==> config.mk <==
export PLATFORM = sky130hd
export DESIGN_NAME = sgw_hub_flat
export DESIGN_NICKNAME = d
export VERILOG_FILES = /design/src/inc/sgw_pkg.sv /design/src/inc/sgw_link_if.sv /design/src/hw/sgw_hub.sv /design/src/hw/sgw_wait_timer.sv /design/src/flat_wrapper.sv
export VERILOG_INCLUDE_DIRS = /design/src /design/src/inc
export SDC_FILE = /design/constraint.sdc
export NUM_CORES = 1
export LEC_CHECK = 0
export ABC_AREA = 1
export BUFFER_PORTS_ARGS = -buffer_cell sky130_fd_sc_hd__buf_2
export CAP_MARGIN = 0
export CORE_MARGIN = 10
export CORE_UTILIZATION = 41
export CTS_BUF_LIST = sky130_fd_sc_hd__clkbuf_16
export DETAILED_ROUTE_END_ITERATION = 10
export PLACE_DENSITY = 0.55
export SETUP_SLACK_MARGIN = 0.5
export SLEW_MARGIN = 20
export SYNTH_ARGS = -nofsm -noshare
export SYNTH_HDL_FRONTEND = slang
export SYNTH_HIERARCHICAL = 1
export SYNTH_SLANG_ARGS = --single-unit
==> constraint.sdc <==
create_clock -name pclk -period 7.31 [get_ports pclk]
set_input_delay 0.731 -clock pclk [delete_from_list [all_inputs] [get_ports pclk]]
set_output_delay 0.731 -clock pclk [all_outputs]
set_load 0.05 [all_outputs]
==> src/inc/sgw_params.svh <==
`ifndef SGW_PARAMS_SVH
`define SGW_PARAMS_SVH

// ==========================================================
// Message payload fields
// ==========================================================
`define SGW_EVT_MSB 23
`define SGW_TMO_MSB 9
`define SGW_TMO_MIN 10'h002
`define SGW_PRED_BIT 23
`define SGW_CNTEN_BIT 15
`define SGW_CNT_MSB 14
`define SGW_CNT_LSB 8
`define SGW_MASK_W 16
`define SGW_WB_W 16
`define SGW_WB_OCC 16'h0001
`define SGW_WB_NONE 16'h0000
`define SGW_RLEN_ONE 4'h1
`define SGW_RLEN_NONE 4'h0

// ==========================================================
// Timing and reset values
// ==========================================================
`define SGW_TICK_CYCLES 1024
`define SGW_LIMIT_RST 7'h01

// ==========================================================
// Register map of the core port
// ==========================================================
`define SGW_REG_CTRL 12'h000
`define SGW_REG_PAYLOAD 12'h004
`define SGW_REG_STATUS 12'h008
`define SGW_REG_DONE 12'h00C
`define SGW_TRF_PAGE 6'h01
`define SGW_CTRL_THR_LSB 8
`define SGW_CTRL_MASK_LSB 16
`define SGW_ST_BUSY 0
`define SGW_ST_ERR 1

`endif

==> src/inc/sgw_pkg.sv <==
package sgw_pkg;

  // Message kinds carried on the link.
  typedef enum logic [2:0] {
    msg_barrier,
    msg_watch,
    msg_wait,
    msg_raise,
    msg_unwatch,
    msg_exit
  } sgw_msg_e;

endpackage : sgw_pkg

==> src/inc/sgw_link_if.sv <==
`timescale 1ns/1ps

interface sgw_link_if #(
  parameter int N_THREADS = 8
);
  localparam int TW = (N_THREADS > 1) ? $clog2(N_THREADS) : 1;

  // ==========================================================
  // Messages from the core to the hub
  // ==========================================================
  logic msg_valid;
  logic msg_ready;
  sgw_pkg::sgw_msg_e msg_kind;
  logic [TW-1:0] msg_thread;
  logic [31:0] msg_dw0;
  logic [15:0] msg_mask;
  logic [3:0] msg_rlen;

  // ==========================================================
  // Writebacks from the hub to the core
  // ==========================================================
  logic wb_valid;
  logic [N_THREADS-1:0] wb_threads;
  logic wb_done;
  logic wb_write;
  logic [15:0] wb_data;

  modport hub (
    input msg_valid, msg_kind, msg_thread, msg_dw0, msg_mask, msg_rlen,
    output msg_ready, wb_valid, wb_threads, wb_done, wb_write, wb_data
  );

  modport core (
    output msg_valid, msg_kind, msg_thread, msg_dw0, msg_mask, msg_rlen,
    input msg_ready, wb_valid, wb_threads, wb_done, wb_write, wb_data
  );

endinterface : sgw_link_if

==> src/hw/sgw_hub.sv <==
`timescale 1ns/1ps
`include "sgw_params.svh"
// Notes on behaviour
// (RQ1) Completed barrier flags every arrived thread.
// (RQ2) No return byte on barrier completion.
// (RQ3) Sum writeback only for predicated barriers.
// (RQ4) Predicated barrier requests declare length one.
// (RQ5) Upper dword bits and dwords 1-7 untouched.
// (RQ6) Sum is total of all predicate masks.
// (RQ7) Unpredicated barrier writes no sum dword.
// (RQ8) Software tests sum for OR and AND.
// (RQ9) Watch records later events for thread.
// (RQ10) Watch alone gives no writeback.
// (RQ11) One watched number per thread, replaced.
// (RQ12) New watch clears old recorded event.
// (RQ13) Event number in bits 23:0 only.
// (RQ14) Wait answers on event or at once.
// (RQ15) Timeout expiry still sends the writeback.
// (RQ16) Preemption times out every outstanding wait.
// (RQ17) Timeout in bits 9:0, 1024-clock units.
// (RQ18) Timeout values zero and one illegal.
// (RQ19) Wait short by at most one unit.
// (RQ20) Software confirms events through atomic memory.
// (RQ21) Writeback bit 0 tells event or timeout.
// (RQ22) Raised event reaches all watchers and waiters.
// (RQ23) Thread exit drops its event watch.
// (RQ24) Timer starts on wait, stops on writeback.

module sgw_hub #(
  parameter int N_THREADS = 8,
  parameter int TICK_CYCLES = `SGW_TICK_CYCLES
) (
  // Clock and reset
  input wire logic pclk,
  input wire logic presetn,
  // Link to the execution cores
  sgw_link_if.hub link,
  // Engine side
  input wire logic preempt,
  output logic [N_THREADS-1:0] waiting,
  output logic [N_THREADS-1:0] watching
);

  localparam int TW = (N_THREADS > 1) ? $clog2(N_THREADS) : 1;
  localparam int PW = (TICK_CYCLES > 1) ? $clog2(TICK_CYCLES) : 1;
  localparam int MW = `SGW_MASK_W;
  localparam int SW = `SGW_WB_W;

  // ==========================================================
  // Helpers
  // ==========================================================
  function automatic logic [N_THREADS-1:0] thread_bit(
    input logic [TW-1:0] id
  );
    thread_bit = '0;
    thread_bit[id] = 1'b1;
  endfunction : thread_bit

  function automatic logic [SW-1:0] mask_count(
    input logic [MW-1:0] m
  );
    mask_count = '0;
    for (int i = 0; i < MW; i++) begin
      mask_count = mask_count + SW'(m[i]);
    end
  endfunction : mask_count

  // ==========================================================
  // Message decode
  // ==========================================================
  logic [N_THREADS-1:0] recorded;
  logic [N_THREADS-1:0] pre_hit;
  logic [N_THREADS-1:0] expired;
  logic [`SGW_EVT_MSB:0] watch_num [N_THREADS];
  logic [6:0] bar_cnt;
  logic [6:0] bar_limit;
  logic [SW-1:0] bar_sum;
  logic [N_THREADS-1:0] bar_arrived;
  logic [PW-1:0] presc;

  wire take = link.msg_valid & link.msg_ready;
  wire [N_THREADS-1:0] who = take ? thread_bit(link.msg_thread) : '0;
  wire is_bar = (link.msg_kind == sgw_pkg::msg_barrier);
  wire is_watch = (link.msg_kind == sgw_pkg::msg_watch);
  wire is_wait = (link.msg_kind == sgw_pkg::msg_wait);
  wire is_raise = (link.msg_kind == sgw_pkg::msg_raise);
  wire is_drop = (link.msg_kind == sgw_pkg::msg_unwatch) ||
                 (link.msg_kind == sgw_pkg::msg_exit);
  wire is_exit = (link.msg_kind == sgw_pkg::msg_exit);
  // Upper dword bits and the other dwords are never looked at.
  wire [`SGW_EVT_MSB:0] evt_in = link.msg_dw0[`SGW_EVT_MSB:0]; // RQ13
  wire [`SGW_TMO_MSB:0] tmo_in = link.msg_dw0[`SGW_TMO_MSB:0]; // RQ17

  // ==========================================================
  // Barrier
  // ==========================================================
  wire bar_pred = link.msg_dw0[`SGW_PRED_BIT];
  wire cnt_en = link.msg_dw0[`SGW_CNTEN_BIT];
  wire [6:0] cnt_field = link.msg_dw0[`SGW_CNT_MSB:`SGW_CNT_LSB];
  wire [6:0] limit_now = cnt_en ? cnt_field : bar_limit;
  wire [6:0] cnt_now = bar_cnt + 7'h01;
  wire bar_take = take & is_bar;
  wire bar_fire = bar_take & (cnt_now >= limit_now); // RQ1
  wire [SW-1:0] sum_now = bar_sum + mask_count(link.msg_mask); // RQ6

  always_ff @(posedge pclk or negedge presetn) begin
    if (!presetn) begin
      bar_cnt <= '0;
      bar_limit <= `SGW_LIMIT_RST;
      bar_sum <= '0;
      bar_arrived <= '0;
    end else if (bar_take) begin
      bar_limit <= limit_now;
      bar_cnt <= bar_fire ? 7'h00 : cnt_now;
      bar_sum <= bar_fire ? '0 : sum_now;
      bar_arrived <= bar_fire ? '0 : (bar_arrived | who);
    end
  end

  // ==========================================================
  // Timeout tick and per-thread timers
  // ==========================================================
  wire tick = (presc == PW'(TICK_CYCLES - 1));

  always_ff @(posedge pclk or negedge presetn) begin
    if (!presetn) begin
      presc <= '0;
    end else begin
      presc <= tick ? '0 : presc + PW'(1);
    end
  end

  wire [N_THREADS-1:0] wait_start = (take & is_wait) ? (who & ~waiting)
                                                     : '0;
  wire [N_THREADS-1:0] watch_set = is_watch ? who : '0;
  wire [N_THREADS-1:0] watch_drop = is_drop ? who : '0;
  wire [N_THREADS-1:0] exit_vec = is_exit ? who : '0;
  wire [N_THREADS-1:0] pre_now = preempt ? waiting : '0;
  wire [N_THREADS-1:0] hit;
  logic [N_THREADS-1:0] sent;

  genvar g;
  generate
    for (g = 0; g < N_THREADS; g++) begin : g_thr
      assign hit[g] = take & is_raise & watching[g] &
                      (watch_num[g] == evt_in); // RQ22

      sgw_wait_timer #(
        .W(`SGW_TMO_MSB + 1)
      ) u_timer (
        .pclk(pclk),
        .presetn(presetn),
        .tick(tick),
        .start(wait_start[g]), // RQ24
        .cancel(sent[g]), // RQ24
        .units(tmo_in),
        .expired(expired[g]) // RQ19
      );
    end
  endgenerate

  // ==========================================================
  // Writeback selection
  // ==========================================================
  // A barrier completion owns the writeback port for its cycle; event
  // answers are levels and simply go out one cycle later.
  wire [N_THREADS-1:0] occ_set = waiting & recorded; // RQ14
  wire [N_THREADS-1:0] tmo_set = waiting & (expired | pre_hit | pre_now);
  wire send_occ = ~bar_fire & (|occ_set);
  wire send_tmo = ~bar_fire & ~send_occ & (|tmo_set); // RQ15 RQ16
  assign sent = send_occ ? occ_set : (send_tmo ? tmo_set : '0);

  wire next_wb_valid = bar_fire | send_occ | send_tmo;
  wire [N_THREADS-1:0] next_wb_threads = bar_fire ? (bar_arrived | who)
                                                  : sent; // RQ1
  // Only the low half of dword zero is carried at all.
  wire next_wb_write = bar_fire ? bar_pred : next_wb_valid; // RQ3 RQ7 RQ5
  wire [SW-1:0] next_wb_data = bar_fire ? (bar_pred ? sum_now
                                                    : `SGW_WB_NONE)
                             : (send_occ ? `SGW_WB_OCC
                                         : `SGW_WB_NONE); // RQ21 RQ2

  // ==========================================================
  // Event tracking
  // ==========================================================
  wire [N_THREADS-1:0] consumed = send_occ ? occ_set : '0;
  // A raise that lands while an old record is consumed still sticks.
  wire [N_THREADS-1:0] next_recorded =
    (recorded & ~consumed & ~watch_set & ~watch_drop) | hit; // RQ9 RQ12
  wire [N_THREADS-1:0] next_watching =
    (watching | watch_set) & ~watch_drop; // RQ11 RQ23
  wire [N_THREADS-1:0] next_waiting =
    (waiting & ~sent & ~exit_vec) | wait_start; // RQ10
  wire [N_THREADS-1:0] next_pre_hit =
    (pre_hit | pre_now) & ~sent & ~exit_vec; // RQ16

  always_ff @(posedge pclk or negedge presetn) begin
    if (!presetn) begin
      recorded <= '0;
      watching <= '0;
      waiting <= '0;
      pre_hit <= '0;
    end else begin
      recorded <= next_recorded;
      watching <= next_watching;
      waiting <= next_waiting;
      pre_hit <= next_pre_hit;
    end
  end

  always_ff @(posedge pclk or negedge presetn) begin
    if (!presetn) begin
      for (int i = 0; i < N_THREADS; i++) begin
        watch_num[i] <= '0;
      end
    end else begin
      for (int i = 0; i < N_THREADS; i++) begin
        if (watch_set[i]) begin
          watch_num[i] <= evt_in; // RQ11
        end
      end
    end
  end

  // ==========================================================
  // Link outputs
  // ==========================================================
  // Ready drops for one cycle after a completion so that the next
  // barrier round never overlaps the broadcast of the last one.
  always_ff @(posedge pclk or negedge presetn) begin
    if (!presetn) begin
      link.msg_ready <= 1'b0;
      link.wb_valid <= 1'b0;
      link.wb_threads <= '0;
      link.wb_done <= 1'b0;
      link.wb_write <= 1'b0;
      link.wb_data <= '0;
    end else begin
      link.msg_ready <= ~bar_fire;
      link.wb_valid <= next_wb_valid;
      link.wb_threads <= next_wb_threads;
      link.wb_done <= bar_fire; // RQ1
      link.wb_write <= next_wb_write;
      link.wb_data <= next_wb_data;
    end
  end

endmodule : sgw_hub

==> src/hw/sgw_wait_timer.sv <==
`timescale 1ns/1ps

module sgw_wait_timer #(
  parameter int W = 10
) (
  // Clock and reset
  input wire logic pclk,
  input wire logic presetn,
  // Control
  input wire logic tick,
  input wire logic start,
  input wire logic cancel,
  input wire logic [W-1:0] units,
  // Status
  output logic expired
);

  logic [W-1:0] count;
  logic run;
  wire last = (count <= W'(1));

  // ==========================================================
  // Unit countdown
  // ==========================================================
  // The tick phase is free running, so the first unit is partial and
  // the wait lands between units-1 and units whole units.
  always_ff @(posedge pclk or negedge presetn) begin
    if (!presetn) begin
      count <= '0;
      run <= 1'b0;
      expired <= 1'b0;
    end else if (start) begin
      count <= units;
      run <= 1'b1;
      expired <= 1'b0;
    end else if (cancel) begin
      run <= 1'b0;
      expired <= 1'b0;
    end else if (run && tick) begin
      count <= last ? count : count - W'(1);
      run <= !last;
      expired <= last;
    end
  end

endmodule : sgw_wait_timer

==> src/flat_wrapper.sv <==
// flat-port wrapper written by rule: the top's interface ports become plain ports
module sgw_hub_flat 
#(
  parameter int N_THREADS = 8,
  parameter int TICK_CYCLES = `SGW_TICK_CYCLES
)
  (pclk, presetn, preempt, waiting, watching, link_msg_valid, link_msg_kind, link_msg_thread, link_msg_dw0, link_msg_mask, link_msg_rlen, link_msg_ready, link_wb_valid, link_wb_threads, link_wb_done, link_wb_write, link_wb_data);
  sgw_link_if #(.N_THREADS(N_THREADS)) link_i ();
  input wire logic pclk;
  input wire logic presetn;
  input wire logic preempt;
  output logic [N_THREADS-1:0] waiting;
  output logic [N_THREADS-1:0] watching;
  input wire logic [$bits(link_i.msg_valid)-1:0] link_msg_valid;
  input wire logic [$bits(link_i.msg_kind)-1:0] link_msg_kind;
  input wire logic [$bits(link_i.msg_thread)-1:0] link_msg_thread;
  input wire logic [$bits(link_i.msg_dw0)-1:0] link_msg_dw0;
  input wire logic [$bits(link_i.msg_mask)-1:0] link_msg_mask;
  input wire logic [$bits(link_i.msg_rlen)-1:0] link_msg_rlen;
  output wire logic [$bits(link_i.msg_ready)-1:0] link_msg_ready;
  output wire logic [$bits(link_i.wb_valid)-1:0] link_wb_valid;
  output wire logic [$bits(link_i.wb_threads)-1:0] link_wb_threads;
  output wire logic [$bits(link_i.wb_done)-1:0] link_wb_done;
  output wire logic [$bits(link_i.wb_write)-1:0] link_wb_write;
  output wire logic [$bits(link_i.wb_data)-1:0] link_wb_data;
  assign link_i.msg_valid = link_msg_valid;
  assign link_i.msg_kind = link_msg_kind;
  assign link_i.msg_thread = link_msg_thread;
  assign link_i.msg_dw0 = link_msg_dw0;
  assign link_i.msg_mask = link_msg_mask;
  assign link_i.msg_rlen = link_msg_rlen;
  assign link_msg_ready = link_i.msg_ready;
  assign link_wb_valid = link_i.wb_valid;
  assign link_wb_threads = link_i.wb_threads;
  assign link_wb_done = link_i.wb_done;
  assign link_wb_write = link_i.wb_write;
  assign link_wb_data = link_i.wb_data;
  sgw_hub #(.N_THREADS(N_THREADS), .TICK_CYCLES(TICK_CYCLES)) u_core (.pclk(pclk), .presetn(presetn), .link(link_i), .preempt(preempt), .waiting(waiting), .watching(watching));
endmodule
# --- Word-level counts from Yosys, hierarchy flattened ---
# Cells that the tools add are included.
word_totals:
  ff_bits: 396
  in_bits: 62
  elab_cells: 312
classes:
  addsub: 26
  order_cmp: 11
  n_eq_ne: 30
  mux: 101
  n_bitwise: 52
  n_reduce_logical: 45
op_table:
  columns: ["op", "count"]
  rows:
  - ["$mux W10", 33]
  - ["$add A16 B1 Y16", 14]
  - ["$eq A24 B24 Y1", 8]
  - ["$and A8 B8 Y8", 11]
  - ["$mux W8", 11]
  - ["$le A10 B1 Y1 const B", 8]
  - ["$sub A10 B1 Y10 const B", 8]
  - ["$or A8 B8 Y8", 7]
  - ["$mux W1", 51]
  - ["$mux W16", 3]
  - ["$not A8 Y8", 6]
  - ["$ne A2 B1 Y1 const B", 16]
  - ["$and A1 B1 Y1", 24]
  - ["$reduce_and A3 Y1", 8]
  - ["$reduce_bool A3 Y1", 8]
  - ["$add A16 B16 Y16", 1]
  - ["$reduce_bool A2 Y1", 8]
  - ["$reduce_or A8 Y1", 2]
  - ["$mux W7", 2]
  - ["$add A10 B1 Y10 const B", 1]
  - ["$eq A10 B10 Y1 const B", 1]
  - ["$logic_and A1 B1 Y1", 9]
  - ["$logic_not A1 Y1", 8]
  - ["$add A7 B1 Y7 const B", 1]
  - ["12 further kinds", 16]

# --- Depth between registers and ports, before layout ---
depth:
  ltp_word: 18
  depth_mapped: 21
  mapped_depth_nobuf: 19

# --- Modules after synthesis ---
# Netlist, hierarchy kept.
modules_own_cells:
  columns: ["mod", "instances", "cells_per_inst", "area_each_um2", "seq_area_each_um2"]
  rows:
  - ["sgw_hub", 1, 1847, 15123.3, 7508.5]
  - ["sgw_wait_timer", 8, 122, 828.3, 300.3]

# --- Worst setup path after synthesis ---
# Ideal clock, no wire load.
synth_timing:
  kind: "input-to-reg"
  startpoint: "in link_msg_mask[0]"
  endpoint: "reg u_core.bar_sum[12]"
  arrival_ns: 4.096
  required_time_ns: 7.193
  path_slack_ns: 3.096
  cell_stages: 15
  path_buffers: 0
  cell_sequence: "fa_1 > inv_1 > fa_1 > fa_1 > fa_1 > fa_1 > inv_1 > fa_1 > nand3_1 > nand2_1 > nand3b_1 > o21ai_0 > or2_2 > nand3_1 > nand2_1"
synth_via:
  elab_chain_cells: 17
synth_lines:
  columns: ["item", "line_no", "rtl"]
  rows:
  - ["start: declaration", "flat_wrapper.sv:18", "input wire logic [$bits(link_i.msg_mask)-1:0] link_msg_mask;"]
  - ["$add A1 B1 Y2", "sgw_hub.sv:64", "mask_count = mask_count + SW'(m[i]);"]
  - ["$add A16 B1 Y16 (14 in a row)", "sgw_hub.sv:64", null]
  - ["$add A16 B16 Y16", "sgw_hub.sv:104", "wire [SW-1:0] sum_now = bar_sum + mask_count(link.msg_mask);"]
  - ["$mux W16", "sgw_hub.sv:115", "bar_sum <= bar_fire ? '0 : sum_now;"]
  - ["end signal: assignment", "sgw_hub.sv:115", null]
  - ["end: declaration", "sgw_hub.sv:77", "logic [SW-1:0] bar_sum;"]
# No other way between the ends.
# A chain may end at the register's enable or synchronous reset.

# --- Worst setup path after layout ---
layout_timing:
  startpoint: "in link_msg_mask[0]"
  endpoint: "reg u_core.bar_sum[14]"
# The elaborated chain is that of the path after synthesis.

==> out/qor.csv <==
stage,metric,value,unit
setup_path,crit_family,adder cells,
setup_path,critPathLaunchType,input port,
drt,drt_iter0_drc,1507,
die,start_util,41.4,%
clock_network,cts_buffers,47,
logic_synthesis,avgSynthCellArea,7.70,µm²
grt,overflow,0,
placed_design,dp.final_hpwl,43300,µm
setup_path,timing.rr.end,u_core/g_thr[2].u_timer/count[5],
grt,grt_pass1_vias,18000,
timing,skew,0.0332,ns
logic_synthesis,ys_seq_area_share,45.6,%
placed_design,finalWeightedCongestion,0.895,
logic_synthesis,syn_nets,2930,
finish,fin_area,24300,µm²
clock_network,worstSkewPairLatency,0.61,ns
timing,rsz0062_at_grt,no,
grt,grt_use_total,20.3,%
finish,layout_commonest_cell,nand2_1,
power_and_ir_drop,ir_drop,176,µV
finish,utilization,46.2,%
logic_synthesis,ys_warn_count,6,
clock_network,clockBufferDepth,3,
clock_network,cts_max_level,2,
setup_path,worst-path-buf-inv,3,
clock_network,cts_num_sinks,396,
clock_network,post_cts_buffers,0,
finish,layout.cells.non_filler,3604,
setup_path,arrival,4.50,ns
status,outcome,finished clean,
placed_design,port_buffers,93,
setup_path,slowest_delay,0.53,ns
timing,setup_viol,0,
setup_path,reg2reg_depth,12,
finish,final_nets,2987,
logic_synthesis,syn_inst,2823,
drt,finalWirelength,64900,µm
clock_network,cts_tree,built,
timing,hold_ws,0.232,ns
power_and_ir_drop,leakagePower,0.0117,µW
setup_path,cp_max_fo,4,
logic_synthesis,yosysUniqueCellTypes,44,
placed_design,dpl-instance-area,22800,µm²
clock_network,path_clk_slew,0.06,ns
clock_network,root_buffer,clkbuf_16,
timing,hold_viol,0,
drt,drc,0,
setup_path,path_class,input port to register,
timing,fmax,251,MHz
hold_path,hp-class,input port to asynchronous set/reset pin,
grt,grt_pass1_wl,102000,µm
setup_path,required,7.83,ns
placed_design,placed_cells,3519,
drt,drt_first_pass_iters,5,
die,num_io_pins,106,
timing,maxSlewHeadroom,33.7,%
timing,period_share,54.5,%
die,rows,84,
timing,tightest_slew,0.992,ns
timing,slew_viol_final,0,
drt,wl_per_cell,18.0,µm
setup_path,cp_cell_sequence,"buf_2, fa_1, inv_1, fa_1, fa_1, fa_1, fa_1, inv_1, fa_1, nand3_1, nand2_1, nand2_1, a21oi_1, nand2_1, nand2_1, nand2_1, o21ai_0",
drt,num_vias,19000,
clock_network,post_cts_resized,0,
finish,drive_gt1_share,9.47,%
timing,period_needed,3.98,ns
grt,antenna_found_initial,1,
logic_synthesis,synth_seq_cells,396,
setup_path,rr_startpoint,u_core/link.msg_ready,
timing,tns,0,ns
finish,layout_common_cells,"845 x nand2_1, 395 x dfrtp_1, 288 x o21ai_0, 241 x inv_1, 235 x nor2_1",
die,die_area,62700,µm²
die,dieHeight,250,µm
drt,via_per_inst,5.27,
logic_synthesis,synth_area,21700,µm²
setup_path,rrSetupSlack,3.59,ns
grt,grt_max_degree,146,
clock_network,ctsHoldBuffers,0,
finish,syn_to_final_growth,11.5,%
setup_path,path_common_cell,fa_1,
setup_path,crit_slowest_cell,fa_1,
job,max_cap_viol_count,0,
drt,ant_nets,0,
die,core-area,52600,µm²
setup_path,setup.worst_path.end_class,register,
power_and_ir_drop,p_per_area,267,nW/µm²
die,die_w,250,µm
-- worst max-delay path by stage --
stage / startpoint / endpoint / slack (ns) / cells past startpoint
after floorplan: link_msg_mask[0] / u_core/bar_sum[12] / 3.10 / 15
after global placement: link_msg_mask[0] / u_core/bar_sum[14] / 2.71 / 17
after detailed placement: link_msg_mask[0] / u_core/bar_sum[14] / 2.72 / 16
after CTS: link_msg_mask[0] / u_core/bar_sum[14] / 3.35 / 16
after global routing: link_msg_dw0[9] / u_core/g_thr[3].u_timer/count[9] / 3.04 / 18
final: link_msg_mask[0] / u_core/bar_sum[14] / 3.33 / 17
-- per-layer routing --
layer  share of wire [%]  global-route usage (%)  wire (µm)
met5               0.011                       0          7
met4                 2.6                    6.27       1660
met3                 5.1                    2.51       3320
met2                  46                    32.8      29800
met1                  46                    27.9      30100
-- power breakdown --
part | internal, µW | switching (µW)
clock network | 1200 | 971
registers | 2500 | 244
logic | 533 | 1010
-- final cells by class --
cell class | count | area (µm²)
timing repair buffer | 121 | 711
tap | 688 | 861
clock inverter | 36 | 229
multi-input combinational | 2067 | 10400
sequential | 396 | 9910
clock buffer | 47 | 1180
fill | 5304 | 28300
inverter | 247 | 967
antenna | 2 | 5.00
-- worst reg2reg max path: stages, from the launching register on --
cell     delay, ns
dfrtp_1       0.38
nand2_1       0.11
inv_2         0.10
nand3_2       0.56
inv_2         0.69
nand2_2       0.45
nand3_1       0.29
nand2_1       0.14
nor2_1        0.25
nand2_1       0.12
nor2_1        0.34
nand3_1       0.14
nand3_1       0.10
-- per-stage QoR --
step	total power [µW]	setup WS, ns
after global placement	4280	2.71
after floorplan	3830	3.10
final	6460	3.33
after CTS	6530	3.35
after global routing	6850	3.04
after detailed placement	4320	2.72
-- cell usage after synthesis, drive strengths merged --
master / instances / share of area [%]
a211oi: 1 / 0.035
and2: 8 / 0.23
fa: 12 / 1.1
inv: 238 / 4.1
nand3b: 12 / 0.41
clkinv: 9 / 0.34
nor2b: 1 / 0.029
nand4: 51 / 1.5
o21bai: 8 / 0.28
a22o: 6 / 0.24
a21oi: 32 / 0.74
xor2: 33 / 1.3
o21ai: 334 / 8.1
dfstp: 1 / 0.12
o31ai: 8 / 0.28
nor3: 36 / 0.88
buf: 45 / 1.1
and3: 2 / 0.058
o22ai: 41 / 1.2
o21a: 4 / 0.14
nand3: 222 / 5.5
a21boi: 9 / 0.31
nor4: 4 / 0.12
xnor2: 68 / 2.7
or2: 25 / 0.72
ha: 33 / 1.9
clkbuf: 68 / 1.2
nor2: 252 / 4.6
o2111ai: 4 / 0.16
dfrtp: 395 / 45
o211ai: 5 / 0.17
nand2: 856 / 15
-- cell families (layout without fill, tap and decap cells) --
logic type	after synthesis	after routing	synth area share, %
other	0	2	0
xor gates and xnor gates	101	101	4.07
DFF	396	396	45.6
adders and majority gates	45	45	3.00
and+or+nand+nor	1469	1469	29.1
AOI/OAI and AO/OA	452	452	11.6
buffers and inverters	360	451	6.68
-- sequential cells by signal (all words and copies together), names as in the netlist --
name	cells
u_core/bar_arrived	8
u_core/bar_cnt	7
u_core/bar_limit	7
u_core/bar_sum	16
u_core/g_thr.u_timer/count	80
u_core/g_thr.u_timer/expired	8
u_core/g_thr.u_timer/run	8
u_core/link.msg_ready	1
u_core/link.wb_data	16
u_core/link.wb_done	1
u_core/link.wb_threads	8
u_core/link.wb_valid	1
u_core/link.wb_write	1
u_core/pre_hit	8
u_core/presc	10
u_core/recorded	8
u_core/waiting	8
u_core/watch_num	192
u_core/watching	8
Power figures use the tool's default switching activity.
